### src/design/bdc_pkg.sv
package bdc_pkg;

    // byte addresses of the registers kept by this block
    localparam logic [7:0] ADDR_DAC2_DIRECT = 8'h84;
    localparam logic [7:0] ADDR_SELECT = 8'h85;
    localparam logic [7:0] ADDR_WRITE_ENABLE = 8'h86;
    localparam logic [7:0] ADDR_STATUS = 8'h87;

    // lookup table bases, 64 rows each
    localparam logic [7:0] TABLE1_BASE = 8'h90;
    localparam logic [7:0] TABLE2_BASE = 8'hd0;

    // write enable latch codes and position
    localparam logic [7:0] WEL_SET_CODE = 8'h80;
    localparam logic [7:0] WEL_CLEAR_CODE = 8'h00;
    localparam int WEL_POS = 7;

    // select register field positions
    localparam int SEL_DAC2_DIRECT = 7;
    localparam int SEL_TABLE2_DIRECT = 6;
    localparam int SEL_DAC1_DIRECT = 5;
    localparam int SEL_TABLE1_DIRECT = 4;
    localparam int GEN2_FS_LSB = 2;
    localparam int GEN1_FS_LSB = 0;

    // status register: result in the six upper bits
    localparam int RESULT_LSB = 2;

    // reset values
    localparam logic [7:0] SELECT_RESET = 8'h00;
    localparam logic [7:0] DAC2_DIRECT_RESET = 8'h00;
    localparam logic [7:0] DAC_IDLE = 8'h00;

    // serial framing
    localparam logic [3:0] BITS_PER_BYTE = 4'h8;
    // upper four bits of the slave address; value is arbitrary
    localparam logic [3:0] DEVICE_TYPE = 4'h5;

    // conversions that must agree before the result moves
    localparam int FILTER_RUN = 4;
    localparam logic [1:0] FILTER_LAST_MATCH = 2'(FILTER_RUN - 1);

    typedef enum logic [1:0] {
        FS_EXTERNAL,
        FS_LOW_0P4MA,
        FS_MID_0P85MA,
        FS_HIGH_1P3MA
    } bdc_fullscale_t;

    typedef enum logic [3:0] {
        ST_IDLE,
        ST_ADDR,
        ST_ACK_ADDR,
        ST_WADDR,
        ST_ACK_WADDR,
        ST_WDATA,
        ST_ACK_WDATA,
        ST_RDATA,
        ST_RACK
    } bdc_serial_state_t;

endpackage : bdc_pkg

### src/design/bdc_filter_if.sv
`timescale 1ns/1ps
`default_nettype none

interface bdc_filter_if;
    logic conv_valid;
    logic [5:0] conv_code;
    logic bypass;
    logic [5:0] result;
    logic result_seen;

    modport filt (
        input conv_valid,
        input conv_code,
        input bypass,
        output result,
        output result_seen
    );

    modport ctl (
        output conv_valid,
        output conv_code,
        output bypass,
        input result,
        input result_seen
    );
endinterface : bdc_filter_if

`default_nettype wire

### src/design/bdc_control.sv
// Behaviour
// - direct value for converter 2 at 84h, read/write, volatility per control bit.
// - select bit 7 feeds converter 2 from the direct value register.
// - select and full-scale register sits at 85h, read/write.
// - generator 1 full-scale code 00 external, then 0.4, 0.85, 1.3 mA.
// - generator 2 full-scale field uses the same four codes.
// - table 1 row comes from converter result, or row value when selected.
// - table 2 row comes from converter result, or row value when selected.
// - converter 1 takes table 1 row, or control register 3 when selected.
// - writes other than to 86h without write enable latch set are aborted and not acknowledged.
// - latch clears at power-up, 80h at 86h sets, 00h clears.
// - changing the latch leaves other bits of 86h untouched.
// - read-only status at 87h shows the result in its upper six bits.
// - result is plain binary, zero at minimum, all ones at full scale.
// - result moves after four equal conversions, or every one when bypassed.
// - reference select defaults to internal, one picks external reference.
// - converter input defaults to temperature sensor, one picks external sense.
// - row address is table base 90h or d0h plus six-bit row.
// - converter inputs stay 00h until a first valid result selects rows or a direct select bit is set.
// - nonvolatile control bits load into working registers on the same clock edge that outputs enable.
// - converter direct select wins over the table direct select.
`timescale 1ns/1ps
`default_nettype none

module bdc_control
    import bdc_pkg::*;
(
    input wire logic clk,
    input wire logic reset,
    input wire logic ce,
    input wire logic scl_in,
    input wire logic sda_in,
    output logic sda_out,
    output logic sda_oe,
    input wire logic [2:0] addr_pins,
    input wire logic [7:0] nv_dac2_image,
    input wire logic [7:0] nv_select_image,
    input wire logic control_volatility_select,
    input wire logic reference_select_bit,
    input wire logic input_select_bit,
    input wire logic result_filter_bypass,
    input wire logic [5:0] table1_row_value,
    input wire logic [5:0] table2_row_value,
    input wire logic [7:0] dac1_direct_value,
    input wire logic conv_valid,
    input wire logic [5:0] conv_code,
    input wire logic [7:0] table1_byte,
    input wire logic [7:0] table2_byte,
    output logic [7:0] table1_row_addr,
    output logic [7:0] table2_row_addr,
    output logic [7:0] dac1_input,
    output logic [7:0] dac2_input,
    output bdc_pkg::bdc_fullscale_t gen1_fullscale,
    output bdc_pkg::bdc_fullscale_t gen2_fullscale,
    output logic reference_source_select,
    output logic converter_input_select,
    output logic outputs_enable,
    output logic nv_write_strobe,
    output logic [7:0] nv_write_addr,
    output logic [7:0] nv_write_data
);

    typedef struct packed {
        logic [1:0] scl_sync;
        logic scl_last;
        logic [1:0] sda_sync;
        logic sda_last;
        logic [5:0] pin_sync;
        bdc_serial_state_t state;
        logic [3:0] bit_cnt;
        logic [7:0] shift;
        logic [7:0] ptr;
        logic is_read;
        logic ack_ok;
        logic sda_oe;
        logic sda_out;
        logic [7:0] dac2_direct_value;
        logic [7:0] select;
        logic write_enable_latch;
        logic loaded;
        logic [7:0] table1_row_addr;
        logic [7:0] table2_row_addr;
        logic [7:0] dac1_input;
        logic [7:0] dac2_input;
        logic reference_source_select;
        logic converter_input_select;
        logic nv_write_strobe;
        logic [7:0] nv_write_addr;
        logic [7:0] nv_write_data;
    } bdc_main_state_t;

    bdc_main_state_t s;
    bdc_main_state_t next_s;
    bdc_filter_if fi ();

    logic scl_rise;
    logic scl_fall;
    logic sda_now;
    logic start_cond;
    logic stop_cond;
    logic addr_match;
    logic [7:0] rd_byte;
    logic [7:0] rd_next;
    logic wr_now;
    logic wr_ok;
    logic [5:0] row1;
    logic [5:0] row2;

    function automatic logic [7:0] read_reg(
        input logic [7:0] addr,
        input logic [7:0] dac2_val,
        input logic [7:0] sel,
        input logic write_enable_latch,
        input logic [5:0] result
    );
        logic [7:0] value;
        value = 8'h00;
        case (addr)
            ADDR_DAC2_DIRECT: value = dac2_val;
            ADDR_SELECT: value = sel;
            ADDR_WRITE_ENABLE: value[WEL_POS] = write_enable_latch;
            ADDR_STATUS: value[RESULT_LSB +: 6] = result;
            default: value = 8'h00;
        endcase
        return value;
    endfunction : read_reg

    // the filter keeps its own history so a bypass flip takes effect at once
    assign fi.conv_valid = conv_valid;
    assign fi.conv_code = conv_code;
    assign fi.bypass = result_filter_bypass;

    bdc_result_filter u_filter (
        .clk(clk),
        .reset(reset),
        .ce(ce),
        .f(fi.filt)
    );

    // only the second sync stage and its delayed copy are looked at
    assign sda_now = s.sda_sync[1];
    assign scl_rise = s.scl_sync[1] && !s.scl_last;
    assign scl_fall = !s.scl_sync[1] && s.scl_last;
    assign start_cond = s.scl_sync[1] && s.scl_last && s.sda_last && !sda_now;
    assign stop_cond = s.scl_sync[1] && s.scl_last && !s.sda_last && sda_now;
    assign addr_match = s.shift[7:1] == {DEVICE_TYPE, s.pin_sync[5:3]};
    assign rd_byte = read_reg(s.ptr, s.dac2_direct_value, s.select, s.write_enable_latch,
                              fi.result);
    assign rd_next = read_reg(s.ptr + 8'h01, s.dac2_direct_value, s.select,
                              s.write_enable_latch, fi.result);

    assign row1 = s.select[SEL_TABLE1_DIRECT] ? table1_row_value : fi.result;
    assign row2 = s.select[SEL_TABLE2_DIRECT] ? table2_row_value : fi.result;

    always_comb begin
        next_s = s;
        wr_now = 1'b0;
        wr_ok = 1'b0;
        next_s.scl_sync = {s.scl_sync[0], scl_in};
        next_s.scl_last = s.scl_sync[1];
        next_s.sda_sync = {s.sda_sync[0], sda_in};
        next_s.sda_last = s.sda_sync[1];
        next_s.pin_sync = {s.pin_sync[2:0], addr_pins};
        next_s.nv_write_strobe = 1'b0;

        if (!s.loaded) begin
            next_s.dac2_direct_value = nv_dac2_image;
            next_s.select = nv_select_image;
            next_s.loaded = 1'b1;
        end

        if (start_cond) begin
            next_s.state = ST_ADDR;
            next_s.bit_cnt = 4'h0;
            next_s.sda_oe = 1'b0;
        end else if (stop_cond) begin
            next_s.state = ST_IDLE;
            next_s.sda_oe = 1'b0;
        end else begin
            case (s.state)
                ST_ADDR, ST_WADDR, ST_WDATA: begin
                    if (scl_rise && s.bit_cnt != BITS_PER_BYTE) begin
                        next_s.shift = {s.shift[6:0], sda_now};
                        next_s.bit_cnt = s.bit_cnt + 4'h1;
                    end else if (scl_fall && s.bit_cnt == BITS_PER_BYTE) begin
                        next_s.bit_cnt = 4'h0;
                        case (s.state)
                            ST_ADDR: begin
                                next_s.ack_ok = addr_match;
                                next_s.is_read = s.shift[0];
                                next_s.state = ST_ACK_ADDR;
                            end
                            ST_WADDR: begin
                                next_s.ack_ok = 1'b1;
                                next_s.ptr = s.shift;
                                next_s.state = ST_ACK_WADDR;
                            end
                            default: begin
                                wr_now = 1'b1;
                                wr_ok = s.write_enable_latch || s.ptr == ADDR_WRITE_ENABLE;
                                next_s.ack_ok = wr_ok;
                                next_s.state = ST_ACK_WDATA;
                            end
                        endcase
                        next_s.sda_oe = next_s.ack_ok;
                    end
                end
                ST_ACK_ADDR: begin
                    if (scl_fall) begin
                        if (!s.ack_ok) begin
                            next_s.state = ST_IDLE;
                            next_s.sda_oe = 1'b0;
                        end else if (s.is_read) begin
                            next_s.state = ST_RDATA;
                            next_s.shift = rd_byte;
                            next_s.sda_oe = !rd_byte[7];
                        end else begin
                            next_s.state = ST_WADDR;
                            next_s.sda_oe = 1'b0;
                        end
                    end
                end
                ST_ACK_WADDR: begin
                    if (scl_fall) begin
                        next_s.state = ST_WDATA;
                        next_s.sda_oe = 1'b0;
                    end
                end
                ST_ACK_WDATA: begin
                    if (scl_fall) begin
                        next_s.sda_oe = 1'b0;
                        next_s.state = s.ack_ok ? ST_WDATA : ST_IDLE;
                        if (s.ack_ok) begin
                            next_s.ptr = s.ptr + 8'h01;
                        end
                    end
                end
                ST_RDATA: begin
                    if (scl_rise) begin
                        next_s.bit_cnt = s.bit_cnt + 4'h1;
                    end else if (scl_fall && s.bit_cnt == BITS_PER_BYTE) begin
                        next_s.bit_cnt = 4'h0;
                        next_s.sda_oe = 1'b0;
                        next_s.state = ST_RACK;
                    end else if (scl_fall) begin
                        next_s.shift = {s.shift[6:0], 1'b0};
                        next_s.sda_oe = !s.shift[6];
                    end
                end
                ST_RACK: begin
                    if (scl_rise) begin
                        next_s.ack_ok = !sda_now;
                    end else if (scl_fall && s.ack_ok) begin
                        next_s.ptr = s.ptr + 8'h01;
                        next_s.shift = rd_next;
                        next_s.sda_oe = !rd_next[7];
                        next_s.state = ST_RDATA;
                    end else if (scl_fall) begin
                        next_s.state = ST_IDLE;
                    end
                end
                default: begin
                    next_s.sda_oe = 1'b0;
                end
            endcase
        end

        if (wr_now && wr_ok) begin
            case (s.ptr)
                ADDR_DAC2_DIRECT: begin
                    next_s.dac2_direct_value = s.shift;
                    next_s.nv_write_strobe = control_volatility_select;
                end
                ADDR_SELECT: begin
                    next_s.select = s.shift;
                    next_s.nv_write_strobe = 1'b1;
                end
                ADDR_WRITE_ENABLE: begin
                    if (s.shift == WEL_SET_CODE) begin
                        next_s.write_enable_latch = 1'b1;
                    end else if (s.shift == WEL_CLEAR_CODE) begin
                        next_s.write_enable_latch = 1'b0;
                    end
                end
                default: begin
                    next_s.write_enable_latch = s.write_enable_latch;
                end
            endcase
            next_s.nv_write_addr = s.ptr;
            next_s.nv_write_data = s.shift;
        end

        next_s.table1_row_addr = TABLE1_BASE + {2'b00, row1};
        next_s.table2_row_addr = TABLE2_BASE + {2'b00, row2};

        if (!s.loaded) begin
            next_s.dac1_input = DAC_IDLE;
        end else if (s.select[SEL_DAC1_DIRECT]) begin
            next_s.dac1_input = dac1_direct_value;
        end else if (s.select[SEL_TABLE1_DIRECT] || fi.result_seen) begin
            next_s.dac1_input = table1_byte;
        end else begin
            next_s.dac1_input = DAC_IDLE;
        end

        if (!s.loaded) begin
            next_s.dac2_input = DAC_IDLE;
        end else if (s.select[SEL_DAC2_DIRECT]) begin
            next_s.dac2_input = s.dac2_direct_value;
        end else if (s.select[SEL_TABLE2_DIRECT] || fi.result_seen) begin
            next_s.dac2_input = table2_byte;
        end else begin
            next_s.dac2_input = DAC_IDLE;
        end

        next_s.reference_source_select = reference_select_bit;
        next_s.converter_input_select = input_select_bit;
    end

    always_ff @(posedge clk) begin
        if (reset) begin
            s <= '0;
            s.select <= SELECT_RESET;
            s.dac2_direct_value <= DAC2_DIRECT_RESET;
        end else if (ce) begin
            s <= next_s;
        end
    end

    // open drain: only ever pulls low
    assign sda_out = s.sda_out;
    assign sda_oe = s.sda_oe;
    assign table1_row_addr = s.table1_row_addr;
    assign table2_row_addr = s.table2_row_addr;
    assign dac1_input = s.dac1_input;
    assign dac2_input = s.dac2_input;
    assign gen1_fullscale = bdc_fullscale_t'(s.select[GEN1_FS_LSB +: 2]);
    assign gen2_fullscale = bdc_fullscale_t'(s.select[GEN2_FS_LSB +: 2]);
    assign reference_source_select = s.reference_source_select;
    assign converter_input_select = s.converter_input_select;
    assign outputs_enable = s.loaded;
    assign nv_write_strobe = s.nv_write_strobe;
    assign nv_write_addr = s.nv_write_addr;
    assign nv_write_data = s.nv_write_data;
endmodule : bdc_control

`default_nettype wire

### src/design/bdc_result_filter.sv
`timescale 1ns/1ps
`default_nettype none

module bdc_result_filter
    import bdc_pkg::*;
(
    input wire logic clk,
    input wire logic reset,
    input wire logic ce,
    bdc_filter_if.filt f
);

    typedef struct packed {
        logic primed;
        logic [5:0] last;
        logic [1:0] run;
        logic [5:0] result;
        logic seen;
    } bdc_filter_state_t;

    bdc_filter_state_t s;
    bdc_filter_state_t next_s;
    logic same;

    assign same = s.primed && (f.conv_code == s.last);

    always_comb begin
        next_s = s;
        if (f.conv_valid) begin
            next_s.primed = 1'b1;
            next_s.last = f.conv_code;
            if (!same) begin
                next_s.run = 2'h0;
            end else if (s.run != FILTER_LAST_MATCH) begin
                next_s.run = s.run + 2'h1;
            end
            if (f.bypass || next_s.run == FILTER_LAST_MATCH) begin
                next_s.result = f.conv_code;
                next_s.seen = 1'b1;
            end
        end
    end

    always_ff @(posedge clk) begin
        if (reset) begin
            s <= '0;
        end else if (ce) begin
            s <= next_s;
        end
    end

    assign f.result = s.result;
    assign f.result_seen = s.seen;
endmodule : bdc_result_filter

`default_nettype wire

### config.mk
export PLATFORM = sky130hd
export DESIGN_NAME = bdc_control
export DESIGN_NICKNAME = d
export VERILOG_FILES = /design/src/design/bdc_pkg.sv /design/src/design/bdc_filter_if.sv /design/src/design/bdc_control.sv /design/src/design/bdc_result_filter.sv
export SDC_FILE = /design/constraint.sdc
export NUM_CORES = 1
export LEC_CHECK = 0
export BUFFER_PORTS_ARGS = -buffer_cell sky130_fd_sc_hd__clkbuf_2
export CAP_MARGIN = 15
export CORE_ASPECT_RATIO = 0.6
export CORE_MARGIN = 1
export CORE_UTILIZATION = 25
export DETAILED_ROUTE_END_ITERATION = 16
export PLACE_DENSITY = 0.5
export SLEW_MARGIN = 20
export SYNTH_ARGS = -nofsm -noshare
export SYNTH_HDL_FRONTEND = slang
export SYNTH_SLANG_ARGS = --single-unit
### constraint.sdc
create_clock -name clk -period 6.45 [get_ports clk]
set_clock_uncertainty 0.1 [all_clocks]
set_input_delay 0.645 -clock clk [delete_from_list [all_inputs] [get_ports clk]]
set_output_delay 0.645 -clock clk [all_outputs]
set_load 0.05 [all_outputs]
==> reports/results.tsv <==
stage	metric	value	unit
worst_hold_path	worstHoldPathType	in -> reg	
routing	ant_nets	0	
cts	cts-buffers-inserted	17	
routing	vias_per_cell	4.84	
routing	drt-total-wl	22100	um
placement	port-buffer-count	127	
sta	rsz0062_at_grt	false	
setup_path	r2r_setup_slack	3.20	ns
sta	min_period_over_period	0.504	
global_routing	grt_use_total	0.157	
layout	layout_common_cells	clkbuf_2, dfxtp_1, nor2_1, nand2_1, mux2i_1	
synth	syn_avg_cell_area	8.10	sq um
cts	h-tree-depth	4	
cts	cts_tree	done	
power_and_ir_drop	netSwitchingPower	0.519	mW
synth	synth_area	0.00700	sq mm
cts	cts_hold_buffers	0	
setup_path	cp.arrival	3.45	ns
sta	maxSlewHeadroom	0.340	
power_and_ir_drop	irDropWorstVdd	0.139	mV
routing	wl_per_cell	17.3	um
die	initial_core_util	0.254	
global_routing	grt_pass1_vias	5733	
cts	clkLatencyLatePin	0.44	ns
layout	nets	977	
synth	synth_ff_type	dfxtp_1	
synth	synthDominantCellAreaShare	0.349	
layout	drive_gt1_frac	0.218	
cts	cts_resized	0	
power_and_ir_drop	swShare	0.264	
worst_hold_path	min_from	input_select_bit	
synth	yosysTopAreaCell	dfxtp_1	
power_and_ir_drop	p_leak	3.17	nW
setup_path	start_kind	flop	
sta	finalHoldViolations	0	
cts	clock_path_buffers	2	
sta	clock.fmax	307	MHz
die	die_x	218	um
sta	finalSetupTns	0	ns
die	die_h	132	um
synth	ys_seq_elements	122	
setup_path	cp.required	6.64	ns
power_and_ir_drop	clock_power_share	0.492	
die	core	0.0275	sq mm
power_and_ir_drop	combinationalPowerShare	0.095	
cts	cts_root_buf	clkbuf_16	
routing	drc	0	
routing	vias	6190	
setup_path	ff2ff_path_depth	9	
cts	postCtsSetupBuffers	0	
global_routing	grt_pass1_wl	34300	um
synth	yosysWarnings	0	
layout	area_growth	15.0	%
worst_hold_path	hold_depth	3	
global_routing	grt_max_degree	74	
cts	cts.sinks	122	
power_and_ir_drop	power.density	245	mW/mm^2
die	num_rows	47	
die	dieArea	0.0287	sq mm
routing	drt_pass1_iterations	8	
power_and_ir_drop	internal_power	1.45	mW
synth	synth.distinct_cells	68	
synth	synthesis.instances	864	
placement	routabilityCongestion	0.892	
setup_path	rr_endpoint	s[52]	
sta	whs	0.343	ns
die	pin_count	129	
setup_path	crit_start	s[73]	
routing	drt_iter0_markers	585	
global_routing	antenna_found_initial	0	
synth	synth_edf_count	0	
flow_run	cap_violations	0	
power_and_ir_drop	p_seq_frac	0.413	
setup_path	critPathCaptureType	flop	
sta	setup_viol	0	
placement	hpwl	16000	um
sta	period_minus_slack	3.25	ns
setup_path	crit_fanout	11	
worst_hold_path	holdPathEnd	converter_input_select	
layout	final_common_cell	clkbuf_2	
setup_path	reg2reg_from	s[73]	
synth	async_flop_share	0	
sta	tightestPinTransition	0.976	ns
global_routing	gr-total-overflow	0	
synth	yosysSeqAreaShare	0.349	
synth	synthTopCellsByArea	dfxtp_1, mux2i_1, nor2_1	
setup_path	crit_type	reg -> reg	
cts	cts.clk_slew.worst_paths	0.06	ns
synth	synth_nets	943	
sta	maxSlewViolCount	0	
layout	diodes	0	
outcome	status	complete, no violations	
-- worst max-delay path by stage --
stage	end	slack [ns]	cells after the start
after floorplan	nv_write_addr[0]	4.07	10
after global placement	s[52]	3.33	9
after detailed placement	s[52]	3.27	9
after CTS	s[52]	3.23	9
after global routing	s[52]	3.04	9
final	s[52]	3.20	9
-- sequential cells by signal, indices dropped and copies added, names as in the netlist, 2 cells and up --
name,flops
next_s,7
u_filter.f.result,6
table1_row_addr,7
gen2_fullscale,2
table2_row_addr,7
nv_write_addr,8
nv_write_data,8
gen1_fullscale,2
dac1_input,8
dac2_input,8
s,44
u_filter.s,9
-- cell type report --
class / count / area [sq um]
clock buffers: 19 / 433
clock inverters: 13 / 151
fillers: 2993 / 19500
inverters: 31 / 116
multi-input cells: 594 / 3770
flip-flops and latches: 122 / 2440
well taps: 367 / 459
repair buffers: 132 / 676
-- per-layer routing --
| metal | GRT usage | wire length, um | part of all wire | up-vias |
|---|---|---|---|---|
| met5 | 0 | 0 | 0 | - |
| met4 | 0.0326 | 116 | 0.0053 | 0 |
| met3 | 0.0657 | 2230 | 0.10 | 9 |
| met2 | 0.190 | 8000 | 0.36 | 230 |
| met1 | 0.244 | 11700 | 0.53 | 2897 |
| li1 | - | - | - | 3054 |
-- power by group through the flow --
stage               clock network, mW  registers [mW]  logic (mW)
global placement                    0           0.828       0.188
finish                          0.969           0.812       0.187
detailed placement                  0           0.828       0.188
global route                     1.03           0.816       0.204
floorplan                           0           0.810       0.154
CTS                             0.989           0.812       0.189
-- synth_stat cells (5+ instances only) --
cell / number
mux2_2: 6
nor2b_1: 14
inv_1: 31
a222oi_1: 5
buf_2: 8
or2_2: 19
a21o_1: 6
nor3_1: 19
nand4_1: 5
a211oi_1: 20
o21ai_0: 43
a22oi_1: 27
ha_1: 8
nand3_1: 11
nand2b_1: 11
clkbuf_1: 51
a221oi_1: 17
buf_4: 54
xnor2_1: 10
nand2_1: 80
dfxtp_1: 122
mux2i_1: 65
a21oi_1: 32
nor2_1: 113
nand3b_1: 5
a221o_1: 5
-- cells by family (layout without fill, tap and decap cells) --
| kind of cell | Yosys count | in the layout | share of synthesized area |
|---|---|---|---|
| AND/OR/NAND/NOR | 312 | 312 | 0.215 |
| AO/OA/AOI/OAI | 190 | 190 | 0.190 |
| buffers and inverters | 148 | 195 | 0.114 |
| flip-flops | 122 | 122 | 0.349 |
| multiplexers | 71 | 71 | 0.103 |
| XOR/XNOR | 12 | 12 | 0.0150 |
| adder cells (fa/ha/maj) | 8 | 8 | 0.0143 |
| other | 1 | 1 | 0.000536 |
-- critical path, cell delays in order, from the launching register on --
cell	delay, ns
dfxtp_1	0.39
inv_1	0.14
ha_1	0.41
inv_1	0.11
o41a_1	0.45
nor4_4	0.75
buf_4	0.37
nand4_1	0.15
mux2i_1	0.18
nor2_1	0.05
-- metrics by stage --
step	area [sq um]	setup slack (ns)	power [mW]	utilization	instances
2_1_floorplan	7000	4.07	0.964	-	864
3_3_place_gp	7460	3.33	1.02	0.271	1246
3_5_place_dp	7460	3.27	1.02	0.271	1246
4_1_cts	8050	3.23	1.99	0.292	1278
5_1_grt	8050	3.04	2.05	0.292	1278
6_report	8050	3.20	1.97	0.292	1278
(Power assumes the default switching activity.)
